**src/hdl/mccs_regs.vh**
```
// Offsets, field positions and reset values of the channel control/status block
`ifndef MCCS_REGS_VH
`define MCCS_REGS_VH

// ----------------------------------------------------------------------
// Register offsets
// ----------------------------------------------------------------------
`define MCCS_OFS_CTRL      8'h00
`define MCCS_OFS_STAT      8'h04
`define MCCS_ADDR_W        8

// ----------------------------------------------------------------------
// Control word
// ----------------------------------------------------------------------
`define MCCS_CTRL_RST      32'h0000_0000
`define MCCS_CTRL_WMASK    32'h06ab_77f0
`define MCCS_C_DMA_RDY     31
`define MCCS_C_TCF_HI      29
`define MCCS_C_TCF_LO      28
`define MCCS_C_PCG_IE      26
`define MCCS_C_VLO         25
`define MCCS_C_LVL_LD      23
`define MCCS_C_ARB_PRI     21
`define MCCS_C_DMA_IE      19
`define MCCS_C_FORCE       17
`define MCCS_C_MIE         16
`define MCCS_C_PKT_IE      14
`define MCCS_C_RXE_IE      13
`define MCCS_C_AF_IE       12
`define MCCS_C_PKT_DIS     10
`define MCCS_C_AUTO        9
`define MCCS_C_START       8
`define MCCS_C_LNK_EN      7
`define MCCS_C_LOOP        6
`define MCCS_C_RX_RST      5
`define MCCS_C_TX_RST      4

// ----------------------------------------------------------------------
// Status word
// ----------------------------------------------------------------------
`define MCCS_STAT_RST      32'h0000_0000
`define MCCS_STAT_W1C      32'hc00f_4000
`define MCCS_S_LAF         31
`define MCCS_S_LAE         30
`define MCCS_S_TC_HI       29
`define MCCS_S_TC_LO       24
`define MCCS_S_IRQ         23
`define MCCS_S_PLV         22
`define MCCS_S_LINK        20
`define MCCS_S_RD_ERR      19
`define MCCS_S_WR_ERR      18
`define MCCS_S_RD_DONE     17
`define MCCS_S_WR_DONE     16
`define MCCS_S_PCG         15
`define MCCS_S_PKT         14
`define MCCS_S_ERR_HI      13
`define MCCS_S_ERR_LO      8
`define MCCS_S_RDV         7
`define MCCS_S_RXF         6
`define MCCS_S_RXAF        5
`define MCCS_S_RXE         4
`define MCCS_S_TXE_HI      3
`define MCCS_S_TXF         2
`define MCCS_S_TXAE        1
`define MCCS_S_TXE         0

// ----------------------------------------------------------------------
// Widths and codes
// ----------------------------------------------------------------------
`define MCCS_LVL_W         16
`define MCCS_TC_W          6
`define MCCS_MON_OFF       2'h0
`define MCCS_ZERO32        32'h0000_0000

`endif

```
**src/hdl/mccs_link_fsm.v**
```verilog
// Link state machine: Ready, Started, Connecting, Run
`timescale 1ns/100ps
module mccs_link_fsm (
    // Clock and reset
    input  wire       clk_i,
    input  wire       rst_b_i,
    // Control
    input  wire       enable_i,
    input  wire       start_i,
    input  wire       auto_i,
    // Link events
    input  wire       null_rx_i,
    input  wire       fct_rx_i,
    input  wire       err_i,
    // State
    output wire       started_o,
    output wire       run_o
);
    localparam [3:0] ST_READY = 4'h1;
    localparam [3:0] ST_START = 4'h2;
    localparam [3:0] ST_CONN  = 4'h4;
    localparam [3:0] ST_RUN   = 4'h8;

    reg [3:0] state_ff;
    reg [3:0] nxt_state;

    always @* begin
        nxt_state = state_ff;
        case (state_ff)
            ST_READY: begin
                // Auto-start waits for the far end's Null
                if (enable_i && (start_i || (auto_i && null_rx_i))) begin
                    nxt_state = ST_START;
                end
            end
            ST_START: begin
                if (null_rx_i) begin
                    nxt_state = ST_CONN;
                end
            end
            ST_CONN: begin
                if (fct_rx_i) begin
                    nxt_state = ST_RUN;
                end
            end
            ST_RUN: begin
                nxt_state = ST_RUN;
            end
            default: begin
                nxt_state = ST_READY;
            end
        endcase
        // Start bit is not looked at again once Ready is left
        if (err_i || !enable_i) begin
            nxt_state = ST_READY;
        end
    end

    always @(posedge clk_i or negedge rst_b_i) begin
        if (!rst_b_i) begin
            state_ff <= ST_READY;
        end else begin
            state_ff <= nxt_state;
        end
    end

    assign started_o = (state_ff != ST_READY);
    assign run_o     = (state_ff == ST_RUN);
endmodule

```
**src/hdl/mccs_plen.v**
```verilog
// Packet-length read path with valid-lengths-only option
`timescale 1ns/100ps
`include "mccs_regs.vh"
module mccs_plen (
    // Clock and reset
    input  wire        clk_i,
    input  wire        rst_b_i,
    // Control
    input  wire        valid_only_i,
    input  wire        rd_i,
    // Length FIFO side
    input  wire [31:0] fifo_data_i,
    input  wire        fifo_empty_i,
    output wire        fifo_pop_o,
    // Result
    output wire [31:0] len_o
);
    reg [31:0] last_ff;
    reg [31:0] len_ff;

    assign fifo_pop_o = rd_i & ~fifo_empty_i;

    always @(posedge clk_i or negedge rst_b_i) begin
        if (!rst_b_i) begin
            last_ff <= `MCCS_ZERO32;
            len_ff  <= `MCCS_ZERO32;
        end else if (rd_i) begin
            if (!fifo_empty_i) begin
                last_ff <= fifo_data_i;
                len_ff  <= fifo_data_i;
            end else if (valid_only_i) begin
                len_ff  <= `MCCS_ZERO32;
            end else begin
                len_ff  <= last_ff;
            end
        end
    end

    assign len_o = len_ff;
endmodule

```
**src/hdl/mccs_top.v**
```verilog
// Channel control and status registers of one monitor channel
`timescale 1ns/100ps
`include "mccs_regs.vh"
module mccs_top (
    // Clock and reset
    input  wire        MCLK_I,
    input  wire        RST_B_I,
    // Register port
    input  wire [7:0]  REG_ADDR_I,
    input  wire        REG_WR_I,
    input  wire        REG_RD_I,
    input  wire [31:0] REG_WDATA_I,
    output wire [31:0] REG_RDATA_O,
    // DMA engine
    input  wire        RD_DMA_BUSY_I,
    input  wire        RD_DMA_DONE_I,
    input  wire        WR_DMA_DONE_I,
    input  wire        RD_DMA_ERR_I,
    input  wire        WR_DMA_ERR_I,
    output wire        DMA_PRIO_REQ_O,
    // FIFO levels and flags
    input  wire [15:0] RX_LEVEL_I,
    input  wire [15:0] RX_AFL_I,
    input  wire [15:0] TX_LEVEL_I,
    input  wire [15:0] TX_AEL_I,
    input  wire        RX_DATA_VALID_I,
    input  wire        RX_FULL_I,
    input  wire        RX_EMPTY_I,
    input  wire        TX_FULL_I,
    input  wire        TX_EMPTY_I,
    // Packet accounting
    input  wire        PKT_RCVD_I,
    input  wire [15:0] PKT_CNT_I,
    input  wire [15:0] PKT_THR_I,
    input  wire        PLEN_RD_I,
    input  wire [31:0] PLEN_FIFO_DATA_I,
    input  wire        PLEN_FIFO_EMPTY_I,
    output wire        PLEN_POP_O,
    output wire [31:0] PLEN_DATA_O,
    // Transmit path
    input  wire        TX_WR_I,
    input  wire [31:0] TX_WDATA_I,
    input  wire        TX_LEN_AVAIL_I,
    output wire        TX_GO_O,
    output wire        EOP_EN_O,
    output wire        RX_LB_WR_O,
    output wire [31:0] RX_LB_WDATA_O,
    output wire        LVL_ACCESS_O,
    // Link
    input  wire [1:0]  MON_MODE_I,
    input  wire        NULL_RX_I,
    input  wire        FCT_RX_I,
    input  wire        LINK_ERR_I,
    input  wire [5:0]  TIME_CODE_I,
    output wire        LINK_STARTED_O,
    // Resets
    output wire        TX_RST_O,
    output wire        RX_RST_O,
    output wire        DDR_CNT_CLR_O,
    output wire        PROT_RST_O,
    // Interrupt
    output wire        IRQ_O
);

    // ------------------------------------------------------------------
    // Helpers
    // ------------------------------------------------------------------
    function ge16;
        input [`MCCS_LVL_W-1:0] a;
        input [`MCCS_LVL_W-1:0] b;
        begin
            ge16 = (a >= b);
        end
    endfunction

    function hit;
        input [`MCCS_ADDR_W-1:0] addr;
        input [`MCCS_ADDR_W-1:0] ofs;
        begin
            hit = (addr == ofs);
        end
    endfunction

    // ------------------------------------------------------------------
    // Declarations
    // ------------------------------------------------------------------
    reg  [31:0] ctrl_ff;
    reg  [31:0] lat_ff;
    reg  [31:0] nxt_lat;
    reg  [31:0] rdata_ff;
    reg  [31:0] nxt_rdata;
    reg  [31:0] lb_data_ff;
    reg         lb_wr_ff;
    reg         pkt_valid_ff;
    reg  [31:0] stat_word;
    reg  [31:0] lat_set;
    reg  [31:0] lat_clr;
    wire        wr_ctrl;
    wire        wr_stat;
    wire        rx_af_now;
    wire        rx_af_over;
    wire        tx_ae_now;
    wire        pcg_flag;
    wire        link_en;
    wire        link_run;
    wire        irq_nondma;
    wire        irq_dma;
    wire        tx_data_avail;
    wire        plen_pop;

    assign wr_ctrl = REG_WR_I & hit(REG_ADDR_I, `MCCS_OFS_CTRL);
    assign wr_stat = REG_WR_I & hit(REG_ADDR_I, `MCCS_OFS_STAT);

    // ------------------------------------------------------------------
    // Control word
    // ------------------------------------------------------------------
    // Read-only and spare bits are masked so they never store
    always @(posedge MCLK_I or negedge RST_B_I) begin
        if (!RST_B_I) begin
            ctrl_ff <= `MCCS_CTRL_RST;
        end else if (wr_ctrl) begin
            ctrl_ff <= REG_WDATA_I & `MCCS_CTRL_WMASK;
        end
    end

    // ------------------------------------------------------------------
    // Level comparisons
    // ------------------------------------------------------------------
    assign rx_af_now  = ge16(RX_LEVEL_I, RX_AFL_I);
    // Latched flag uses strictly above, the live flag at or above
    assign rx_af_over = ~ge16(RX_AFL_I, RX_LEVEL_I);
    assign tx_ae_now  = ~ge16(TX_LEVEL_I, TX_AEL_I);
    assign pcg_flag   = ~ge16(PKT_THR_I, PKT_CNT_I);

    // ------------------------------------------------------------------
    // Latched status
    // ------------------------------------------------------------------
    always @* begin
        lat_set = `MCCS_ZERO32;
        lat_set[`MCCS_S_LAF]     = rx_af_over;
        lat_set[`MCCS_S_LAE]     = tx_ae_now;
        lat_set[`MCCS_S_RD_ERR]  = RD_DMA_ERR_I;
        lat_set[`MCCS_S_WR_ERR]  = WR_DMA_ERR_I;
        lat_set[`MCCS_S_RD_DONE] = RD_DMA_DONE_I;
        lat_set[`MCCS_S_WR_DONE] = WR_DMA_DONE_I;
        // Received status latches regardless of the interrupt enable
        lat_set[`MCCS_S_PKT]     = PKT_RCVD_I;
        lat_clr = wr_stat ? (REG_WDATA_I & `MCCS_STAT_W1C) : `MCCS_ZERO32;
        // A new event in the clearing cycle survives
        nxt_lat = ((lat_ff & ~lat_clr) | lat_set) & `MCCS_STAT_W1C;
    end

    always @(posedge MCLK_I or negedge RST_B_I) begin
        if (!RST_B_I) begin
            lat_ff <= `MCCS_STAT_RST;
        end else begin
            lat_ff <= nxt_lat;
        end
    end

    // ------------------------------------------------------------------
    // Packet-length validity
    // ------------------------------------------------------------------
    always @(posedge MCLK_I or negedge RST_B_I) begin
        if (!RST_B_I) begin
            pkt_valid_ff <= 1'b0;
        end else begin
            pkt_valid_ff <= ~PLEN_FIFO_EMPTY_I;
        end
    end

    mccs_plen u_plen (
        .clk_i        (MCLK_I),
        .rst_b_i      (RST_B_I),
        .valid_only_i (ctrl_ff[`MCCS_C_VLO]),
        .rd_i         (PLEN_RD_I & ~ctrl_ff[`MCCS_C_PKT_DIS]),
        .fifo_data_i  (PLEN_FIFO_DATA_I),
        .fifo_empty_i (PLEN_FIFO_EMPTY_I),
        .fifo_pop_o   (plen_pop),
        .len_o        (PLEN_DATA_O)
    );

    assign PLEN_POP_O = plen_pop;

    // ------------------------------------------------------------------
    // Interrupts
    // ------------------------------------------------------------------
    // Level interrupt: drops with the count or the enable
    assign irq_nondma =
        (ctrl_ff[`MCCS_C_PCG_IE] & pcg_flag)
      | (ctrl_ff[`MCCS_C_PKT_IE] & lat_ff[`MCCS_S_PKT])
      | (ctrl_ff[`MCCS_C_AF_IE]  & rx_af_now)
      | ctrl_ff[`MCCS_C_FORCE];
    // Receive-error enable is deliberately absent above
    assign irq_dma = ctrl_ff[`MCCS_C_DMA_IE]
                   & (lat_ff[`MCCS_S_RD_DONE] | lat_ff[`MCCS_S_WR_DONE]);

    assign IRQ_O = irq_dma | (ctrl_ff[`MCCS_C_MIE] & irq_nondma);

    // ------------------------------------------------------------------
    // Transmit, loopback and arbitration
    // ------------------------------------------------------------------
    assign tx_data_avail = ~TX_EMPTY_I;
    // Unpacketised data goes out as soon as it is in the FIFO
    assign TX_GO_O  = ctrl_ff[`MCCS_C_PKT_DIS] ? tx_data_avail
                    : (tx_data_avail & TX_LEN_AVAIL_I);
    assign EOP_EN_O = ~ctrl_ff[`MCCS_C_PKT_DIS];

    always @(posedge MCLK_I or negedge RST_B_I) begin
        if (!RST_B_I) begin
            lb_wr_ff   <= 1'b0;
            lb_data_ff <= `MCCS_ZERO32;
        end else begin
            lb_wr_ff <= TX_WR_I & ctrl_ff[`MCCS_C_LOOP];
            if (TX_WR_I) begin
                lb_data_ff <= TX_WDATA_I;
            end
        end
    end

    assign RX_LB_WR_O    = lb_wr_ff;
    assign RX_LB_WDATA_O = lb_data_ff;
    // Only meaningful while a FIFO reset is held by software
    assign LVL_ACCESS_O  = ctrl_ff[`MCCS_C_LVL_LD];

    assign DMA_PRIO_REQ_O = ctrl_ff[`MCCS_C_ARB_PRI] & (tx_ae_now | rx_af_now);

    // ------------------------------------------------------------------
    // Resets
    // ------------------------------------------------------------------
    assign TX_RST_O      = ctrl_ff[`MCCS_C_TX_RST];
    assign RX_RST_O      = ctrl_ff[`MCCS_C_RX_RST];
    assign DDR_CNT_CLR_O = TX_RST_O | RX_RST_O;
    // Link tracking survives resets while monitoring runs
    assign PROT_RST_O    = DDR_CNT_CLR_O & ~link_en;

    // ------------------------------------------------------------------
    // Link
    // ------------------------------------------------------------------
    assign link_en = (MON_MODE_I != `MCCS_MON_OFF);

    mccs_link_fsm u_link (
        .clk_i     (MCLK_I),
        .rst_b_i   (RST_B_I),
        .enable_i  (link_en & ~PROT_RST_O),
        .start_i   (ctrl_ff[`MCCS_C_START]),
        .auto_i    (ctrl_ff[`MCCS_C_AUTO]),
        .null_rx_i (NULL_RX_I),
        .fct_rx_i  (FCT_RX_I),
        .err_i     (LINK_ERR_I),
        .started_o (LINK_STARTED_O),
        .run_o     (link_run)
    );

    // ------------------------------------------------------------------
    // Status word assembly
    // ------------------------------------------------------------------
    always @* begin
        stat_word = lat_ff;
        stat_word[`MCCS_S_TC_HI:`MCCS_S_TC_LO] = TIME_CODE_I;
        stat_word[`MCCS_S_IRQ]  = irq_nondma;
        stat_word[`MCCS_S_PLV]  = pkt_valid_ff;
        stat_word[`MCCS_S_LINK] = link_run;
        stat_word[`MCCS_S_PCG]  = pcg_flag;
        stat_word[`MCCS_S_ERR_HI:`MCCS_S_ERR_LO] = 6'h00;
        stat_word[`MCCS_S_RDV]    = RX_DATA_VALID_I;
        stat_word[`MCCS_S_RXF]    = RX_FULL_I;
        stat_word[`MCCS_S_RXAF]   = rx_af_now;
        stat_word[`MCCS_S_RXE]    = RX_EMPTY_I;
        stat_word[`MCCS_S_TXE_HI] = TX_EMPTY_I;
        stat_word[`MCCS_S_TXF]    = TX_FULL_I;
        stat_word[`MCCS_S_TXAE]   = tx_ae_now;
        stat_word[`MCCS_S_TXE]    = TX_EMPTY_I;
    end

    // ------------------------------------------------------------------
    // Read data
    // ------------------------------------------------------------------
    always @* begin
        nxt_rdata = `MCCS_ZERO32;
        if (hit(REG_ADDR_I, `MCCS_OFS_CTRL)) begin
            nxt_rdata = ctrl_ff;
            nxt_rdata[`MCCS_C_DMA_RDY] = ~RD_DMA_BUSY_I;
            nxt_rdata[`MCCS_C_TCF_HI:`MCCS_C_TCF_LO] = 2'h0;
        end else if (hit(REG_ADDR_I, `MCCS_OFS_STAT)) begin
            nxt_rdata = stat_word;
        end
    end

    always @(posedge MCLK_I or negedge RST_B_I) begin
        if (!RST_B_I) begin
            rdata_ff <= `MCCS_ZERO32;
        end else if (REG_RD_I) begin
            rdata_ff <= nxt_rdata;
        end
    end

    assign REG_RDATA_O = rdata_ff;
endmodule

```
**config.mk**
```make
export PLATFORM = sky130hd
export DESIGN_NAME = mccs_top
export DESIGN_NICKNAME = d
export VERILOG_FILES = /design/src/hdl/mccs_link_fsm.v /design/src/hdl/mccs_plen.v /design/src/hdl/mccs_top.v
export VERILOG_INCLUDE_DIRS = /design/src /design/src/hdl
export SDC_FILE = /design/constraint.sdc
export NUM_CORES = 1
export LEC_CHECK = 0
export BUFFER_PORTS_ARGS = -buffer_cell sky130_fd_sc_hd__buf_4
export CAP_MARGIN = 20
export CORE_ASPECT_RATIO = 1.25
export CORE_MARGIN = 4
export CORE_UTILIZATION = 24
export DETAILED_ROUTE_END_ITERATION = 6
export MAX_ROUTING_LAYER = met4
export SKIP_LAST_GASP = 1
export SLEW_MARGIN = 40
export SYNTH_ARGS = -nofsm -noshare
export SYNTH_HDL_FRONTEND = slang
export SYNTH_HIERARCHICAL = 1
export SYNTH_SLANG_ARGS = --single-unit
```
**constraint.sdc**
```tcl
create_clock -name MCLK_I -period 5 [get_ports MCLK_I]
set_clock_uncertainty 0.1 [all_clocks]
set_input_delay 1.5 -clock MCLK_I [delete_from_list [all_inputs] [get_ports MCLK_I]]
set_output_delay 1.5 -clock MCLK_I [all_outputs]
set_load 0.02 [all_outputs]
```
[Yosys cells after proc, flatten, opt, wreduce, memory -nomap -nowiden]
Index checks and enable logic that the tools add are counted.
Cells by class
  bitwise operators: 33
  div/mod/pow operators: 0
  shifts and indexed selects: 0
  $add $sub $neg: 0
  mux-type cells: 11
  equality and inequality tests: 9
  reductions and logical operators: 9
  order comparisons: 4
  multipliers: 0
Operators with widths (count)
  $mux W32: 5
  $ge A16 B16 Y1: 4
  $and A32 B32 Y32: 1
  $not A32 Y32: 1
  $or A32 B32 Y32: 1
  $mux W4: 4
  $pmux W4 S4: 1
  $and A1 B1 Y1: 14
  $not A1 Y1: 9
  $eq A8 B3 Y1 const B: 1
  $logic_not A8 Y1: 1
  $or A1 B1 Y1: 7
  $ne A3 B2 Y1 const B: 2
  $eq A4 B1 Y1 const B: 1
  $eq A4 B2 Y1 const B: 1
  $eq A4 B3 Y1 const B: 1
  $eq A4 B4 Y1 const B: 1
  $ne A4 B1 Y1 const B: 1
  $ne A3 B1 Y1 const B: 1
  $reduce_and A3 Y1: 1
  $logic_and A1 B1 Y1: 2
  $logic_or A1 B1 Y1: 2
  $reduce_and A2 Y1: 1
  $reduce_bool A2 Y1: 1
  other kinds (2): 2
Word-level totals
  bits in latches: 0
  memories kept: 0
  RAM bits: 0
  register bits: 158
  input port bits: 230
  output and inout port bits: 108
  bits in read-only memories: 0
  word-level logic and storage cells: 75

[Logic depth before layout (Yosys ltp)]
  word-level depth: 9
  mapped depth: 8
  gate-level depth less buffers: 8

[By module]
The synthesis kept the hierarchy.
By module, submodules not included
  mccs_top: times used 1, sequential area each 2202.1 sq um, area each 4773.3 sq um, cells each 460
  mccs_plen: times used 1, sequential area each 1601.5 sq um, area each 2969.1 sq um, cells each 246
  mccs_link_fsm: times used 1, sequential area each 101.3 sq um, area each 240.2 sq um, cells each 26

[Least setup slack after synthesis]
Ideal clock, no wire load.
  path type: input -> output
  start point: input RX_LEVEL_I[13]
  end point: output IRQ_O
  path slack: 0.111 ns
  data arrival time: 3.289 ns
  buffers on the path: 0
  stages: 8
  data required time: 3.400 ns
  cells stage by stage: inv_1 > ha_1 > a21o_1 > a21o_1 > a2111o_1 > a221oi_4 > nor2_2 > a221oi_2
On the way
  longest elaborated chain between the ends: 6
Ends and longest elaborated chain
  from (decl): RTL line mccs_top.v:22  | input wire [15:0] RX_LEVEL_I,
  $ge A16 B16 Y1: RTL line mccs_top.v:72  | ge16 = (a >= b);
  $and A1 B1 Y1: RTL line mccs_top.v:192  | | (ctrl_ff[`MCCS_C_AF_IE] & rx_af_now)
  $or A1 B1 Y1 (2 in series): RTL line mccs_top.v:190  | (ctrl_ff[`MCCS_C_PCG_IE] & pcg_flag)
  $and A1 B1 Y1: RTL line mccs_top.v:198  | assign IRQ_O = irq_dma | (ctrl_ff[`MCCS_C_MIE] & irq_nondma);
  $or A1 B1 Y1: RTL line mccs_top.v:198
  to (decl): RTL line mccs_top.v:62  | output wire IRQ_O
Every way passes these cells.

[Worst setup path after layout]
  start point: input RX_LEVEL_I[14]
  end point: output DMA_PRIO_REQ_O
On the way
  longest elaborated chain between the ends: 3
Ends and longest elaborated chain
  $ge A16 B16 Y1: RTL line mccs_top.v:72
  $or A1 B1 Y1: RTL line mccs_top.v:226  | assign DMA_PRIO_REQ_O = ctrl_ff[`MCCS_C_ARB_PRI] & (tx_ae_now | rx_af_now);
  $and A1 B1 Y1: RTL line mccs_top.v:226
  to (decl): RTL line mccs_top.v:20  | output wire DMA_PRIO_REQ_O,
Every way passes these cells.

==> impl_metrics.sql <==
INSERT INTO impl_metrics (metric_group, metric, value, unit) VALUES
('critical_path', 'r2r_start', 'ctrl_ff[10]$_DFFE_PN0P_', ''),
('clock_tree', 'clock_pin_slew_of_the_registers_on_the_worst_case_setup_and_hold_paths', '0.06', 'ns'),
('synthesis', 'post_synth_instance_area', '7980', 'um2'),
('floorplanning', 'floorplan.core_area', '32800', 'um2'),
('clock_tree', 'insertion_delay', '0.43', 'ns'),
('clock_tree', 'cts.hold.buffers_added', '0', ''),
('route', 'first_drt_pass_iteration_count', '7', ''),
('sta', 'finalHoldWorstSlack', '0.380', 'ns'),
('synthesis', 'synth.top_cells.by_area', 'sky130_fd_sc_hd__dfrtp_1, sky130_fd_sc_hd__ha_1, sky130_fd_sc_hd__mux2_2', ''),
('sta', 'final-max-slew-violation-count', '0', ''),
('critical_path', 'cp.arrival', '3.34', 'ns'),
('global_route', 'gr-usage-all-layers', '0.131', ''),
('sta', 'final_period_minus_worst_setup_slack', '4.94', 'ns'),
('finish', 'nets', '1326', ''),
('critical_path', 'path_max_fanout', '3', ''),
('synthesis', 'synth_seq_cells', '156', ''),
('finish', 'n_fill_cell', '3325', ''),
('synthesis', 'synth_edf_count', '0', ''),
('sta', 'slew_worst_pin', '0.673', 'ns'),
('sta', 'max_clock_freq', '202', 'MHz'),
('floorplanning', 'fp.dieW', '171', 'um'),
('synthesis', 'post_synth.cell_area_avg', '10.9', 'um2'),
('critical_path', 'capture_instance_of_the_worst_register_to_register_path', 'u_plen/last_ff[27]$_DFFE_PN0P_', ''),
('global_route', 'number_of_antenna_violations_at_the_first_check_in_global_routing', '0', ''),
('synthesis', 'yosysTopAreaCellShare', '0.486', ''),
('finish', 'drive_above_1_share', '0.449', ''),
('route', 'vias_per_cell', '4.42', ''),
('global_route', 'grt_overflow', '0', ''),
('worst_hold_path', 'min_delay_path_depth', '1', ''),
('placement', 'dp_hpwl', '17.7', 'mm'),
('synthesis', 'synth_area_leader_cell', 'sky130_fd_sc_hd__dfrtp_1', ''),
('floorplanning', 'die-area', '36300', 'um2'),
('route', 'drt.antenna.violating_nets', '0', ''),
('finish', 'post-route-util', '0.353', ''),
('clock_tree', 'cts_made_buffers', '17', ''),
('sta', 'unrepaired_setup_endpoints_after_global_routing', 'yes', ''),
('sta', 'share_of_the_cycle_needed_by_the_critical_path_after_routing', '0.988', ''),
('worst_hold_path', 'hold_path.class', 'flop to flop', ''),
('synthesis', 'yosysWarnings', '6', ''),
('route', 'number_of_design_rule_violations_left_by_the_first_detailed_router_iteration', '210', ''),
('route', 'via_count', '6535', ''),
('sta', 'relSlewSlack', '0.551', ''),
('worst_hold_path', 'worstHoldStart', 'lat_ff[18]$_DFF_PN0_', ''),
('power', 'power_leakage', '5.62', 'nW'),
('route', 'drt-wirelength-per-cell', '16.1', 'um'),
('worst_hold_path', 'hold_end', 'lat_ff[18]$_DFF_PN0_', ''),
('finish', 'synthToLayoutAreaGrowth', '45.0', '%'),
('status', 'status', 'completed', ''),
('critical_path', 'cp.required', '3.40', 'ns'),
('placement', 'port_buffer_count', '324', ''),
('critical_path', 'startpoint_type', 'input port', ''),
('synthesis', 'async_flop_share', '1.00', ''),
('power', 'ir_drop', '0.000165', 'V'),
('clock_tree', 'cts-root-to-sink-buffers', '2', ''),
('placement', 'gpl.final_weighted_congestion', '0.802', ''),
('critical_path', 'r2r_slack', '3.09', 'ns'),
('finish', 'antenna_cells_inserted', '0', ''),
('clock_tree', 'cts_tree', 'built', ''),
('critical_path', 'endpoint_type_of_the_worst_setup_path', 'output port', ''),
('synthesis', 'synth.net_count', '1010', ''),
('synthesis', 'synth.yosys.seq_area_share', '0.489', ''),
('sta', 'finalSetupViolCount', '0', ''),
('global_route', 'number_of_global_route_vias_before_repair', '6852', ''),
('power', 'power_density', '302', 'nW/um2'),
('global_route', 'grt_max_degree', '66', ''),
('synthesis', 'number_of_different_library_cells_in_the_post_synthesis_netlist', '51', ''),
('clock_tree', 'htree_levels', '4', ''),
('sta', 'totalNegativeSetupSlack', '0', 'ns'),
('route', 'post_route_drc', '0', ''),
('clock_tree', 'clock_tree.root_cell', 'sky130_fd_sc_hd__clkbuf_16', ''),
('sta', 'finalHoldViolCount', '0', '');
-- where the power goes --
part	internal (W)	switching, W	total, W
clock	0.000758	0.000595	0.00135
combinational	0.000373	0.000333	0.000706
sequential	0.00137	0.0000637	0.00144
-- Yosys cell counts (2+ instances only) --
cell type,number
sky130_fd_sc_hd__dfrtp_1,155
sky130_fd_sc_hd__inv_1,74
sky130_fd_sc_hd__nor2_1,53
sky130_fd_sc_hd__mux2_2,52
sky130_fd_sc_hd__ha_1,48
sky130_fd_sc_hd__nand2b_1,37
sky130_fd_sc_hd__nand3b_1,34
sky130_fd_sc_hd__a31oi_1,33
sky130_fd_sc_hd__mux2_4,29
sky130_fd_sc_hd__o21ai_0,29
sky130_fd_sc_hd__a21oi_1,27
sky130_fd_sc_hd__nand3_1,25
sky130_fd_sc_hd__clkbuf_1,21
sky130_fd_sc_hd__nand2_1,15
sky130_fd_sc_hd__a21o_1,13
sky130_fd_sc_hd__buf_2,12
sky130_fd_sc_hd__a22oi_1,11
sky130_fd_sc_hd__nor2b_1,7
sky130_fd_sc_hd__nor3_1,7
sky130_fd_sc_hd__nand4_1,5
sky130_fd_sc_hd__a211oi_1,4
sky130_fd_sc_hd__buf_4,3
sky130_fd_sc_hd__buf_8,3
sky130_fd_sc_hd__o21a_1,3
sky130_fd_sc_hd__a2111o_1,2
sky130_fd_sc_hd__buf_1,2
sky130_fd_sc_hd__nor4_1,2
sky130_fd_sc_hd__o2111ai_1,2
sky130_fd_sc_hd__or2_2,2
-- metrics by stage --
stage | area (um2) | setup slack [ns] | std cells
floorplan | 7980 | 0.111 | 732
global placement | 10800 | -0.0230 | 1445
detailed placement | 10800 | -0.0141 | 1445
CTS | 11500 | 0.0196 | 1477
global route | 11600 | -0.0235 | 1479
finish | 11600 | 0.0596 | 1479
-- flip-flops by register name, summed over array words and instances (netlist names) --
name and flops:
u_link/state_ff 4, u_plen/len_o 32, REG_RDATA_O 30, lat_ff 7
RX_LB_WDATA_O 32, u_plen/last_ff 32, RX_LB_WR_O 1, ctrl_ff 17
pkt_valid_ff 1
-- layout by cell type (no fill, tap or decap), types with 4 or more instances in the layout --
master | synthesis | final
sky130_fd_sc_hd__nand4_1 | 5 | 5
sky130_fd_sc_hd__mux2_4 | 29 | 29
sky130_fd_sc_hd__inv_6 | 0 | 6
sky130_fd_sc_hd__buf_4 | 3 | 334
sky130_fd_sc_hd__buf_6 | 1 | 4
sky130_fd_sc_hd__nor3_1 | 7 | 6
sky130_fd_sc_hd__a31oi_1 | 33 | 33
sky130_fd_sc_hd__inv_1 | 74 | 72
sky130_fd_sc_hd__mux2_2 | 52 | 52
sky130_fd_sc_hd__o21ai_0 | 29 | 29
sky130_fd_sc_hd__ha_4 | 0 | 4
sky130_fd_sc_hd__nor2b_1 | 7 | 5
sky130_fd_sc_hd__ha_1 | 48 | 44
sky130_fd_sc_hd__dfrtp_1 | 155 | 155
sky130_fd_sc_hd__a21oi_1 | 27 | 26
sky130_fd_sc_hd__nand3b_1 | 34 | 34
sky130_fd_sc_hd__nor2_1 | 53 | 53
sky130_fd_sc_hd__nand2_1 | 15 | 14
sky130_fd_sc_hd__nand3_1 | 25 | 25
sky130_fd_sc_hd__clkbuf_16 | 0 | 17
sky130_fd_sc_hd__a22oi_1 | 11 | 11
sky130_fd_sc_hd__nand2b_1 | 37 | 37
sky130_fd_sc_hd__a21o_1 | 13 | 13
-- critical path, cell delays in order --
cell	delay, ns
sky130_fd_sc_hd__buf_4	0.08
sky130_fd_sc_hd__inv_1	0.04
sky130_fd_sc_hd__ha_1	0.29
sky130_fd_sc_hd__nand4_1	0.15
sky130_fd_sc_hd__buf_4	0.20
sky130_fd_sc_hd__nor4_4	0.14
sky130_fd_sc_hd__buf_4	0.16
sky130_fd_sc_hd__a221oi_4	0.07
sky130_fd_sc_hd__buf_4	0.16
sky130_fd_sc_hd__buf_4	0.13
sky130_fd_sc_hd__o31a_2	0.28
sky130_fd_sc_hd__buf_6	0.13
-- kinds of logic after synthesis --
logic type / share of synthesized area
adder cells (fa/ha/maj): 0.0752
AO/OA/AOI/OAI: 0.108
buffers and inverters: 0.0630
multiplexers: 0.128
AND/OR/NAND/NOR: 0.136
other: 0.000470
flip-flops: 0.489
-- layout make-up --
type	count	area, um2	share of cell area
repair buffers	339	2570	0.222
inverters	74	280	0.0242
multi-input cells	460	3680	0.318
well taps	418	523	0.0452
clock buffers	17	425	0.0368
flip-flops and latches	156	3910	0.337
clock inverters	15	181	0.0157
-- what timing repair did --
item / 4_1_cts / 5_1_grt
resized for setup: 1 / 18
setup buffers: 0 / 2
setup endpoints to repair: 1 / 2
pin swaps: 1 / 13
hold endpoints to repair: 0 / 0
-- per-layer routing --
metal	vias to the layer above	track usage	part of all wire
met3	29	0.0321	0.058
met5	-	-	0
met4	0	0.0465	0.024
met2	177	0.224	0.52
met1	3160	0.149	0.40
li1	3169	-	-
-- how the worst max path moves through the flow --
| stage | from | to | slack, ns | cells after the start |
|---|---|---|---|---|
| floorplan | RX_LEVEL_I[13] | IRQ_O | 0.11 | 8 |
| global placement | RX_LEVEL_I[13] | IRQ_O | -0.02 | 10 |
| detailed placement | RX_LEVEL_I[13] | IRQ_O | -0.01 | 10 |
| CTS | RX_LEVEL_I[13] | IRQ_O | 0.02 | 10 |
| global route | RX_LEVEL_I[13] | IRQ_O | -0.02 | 10 |
| finish | RX_LEVEL_I[14] | DMA_PRIO_REQ_O | 0.06 | 12 |
Power figures use the tool's default switching activity.
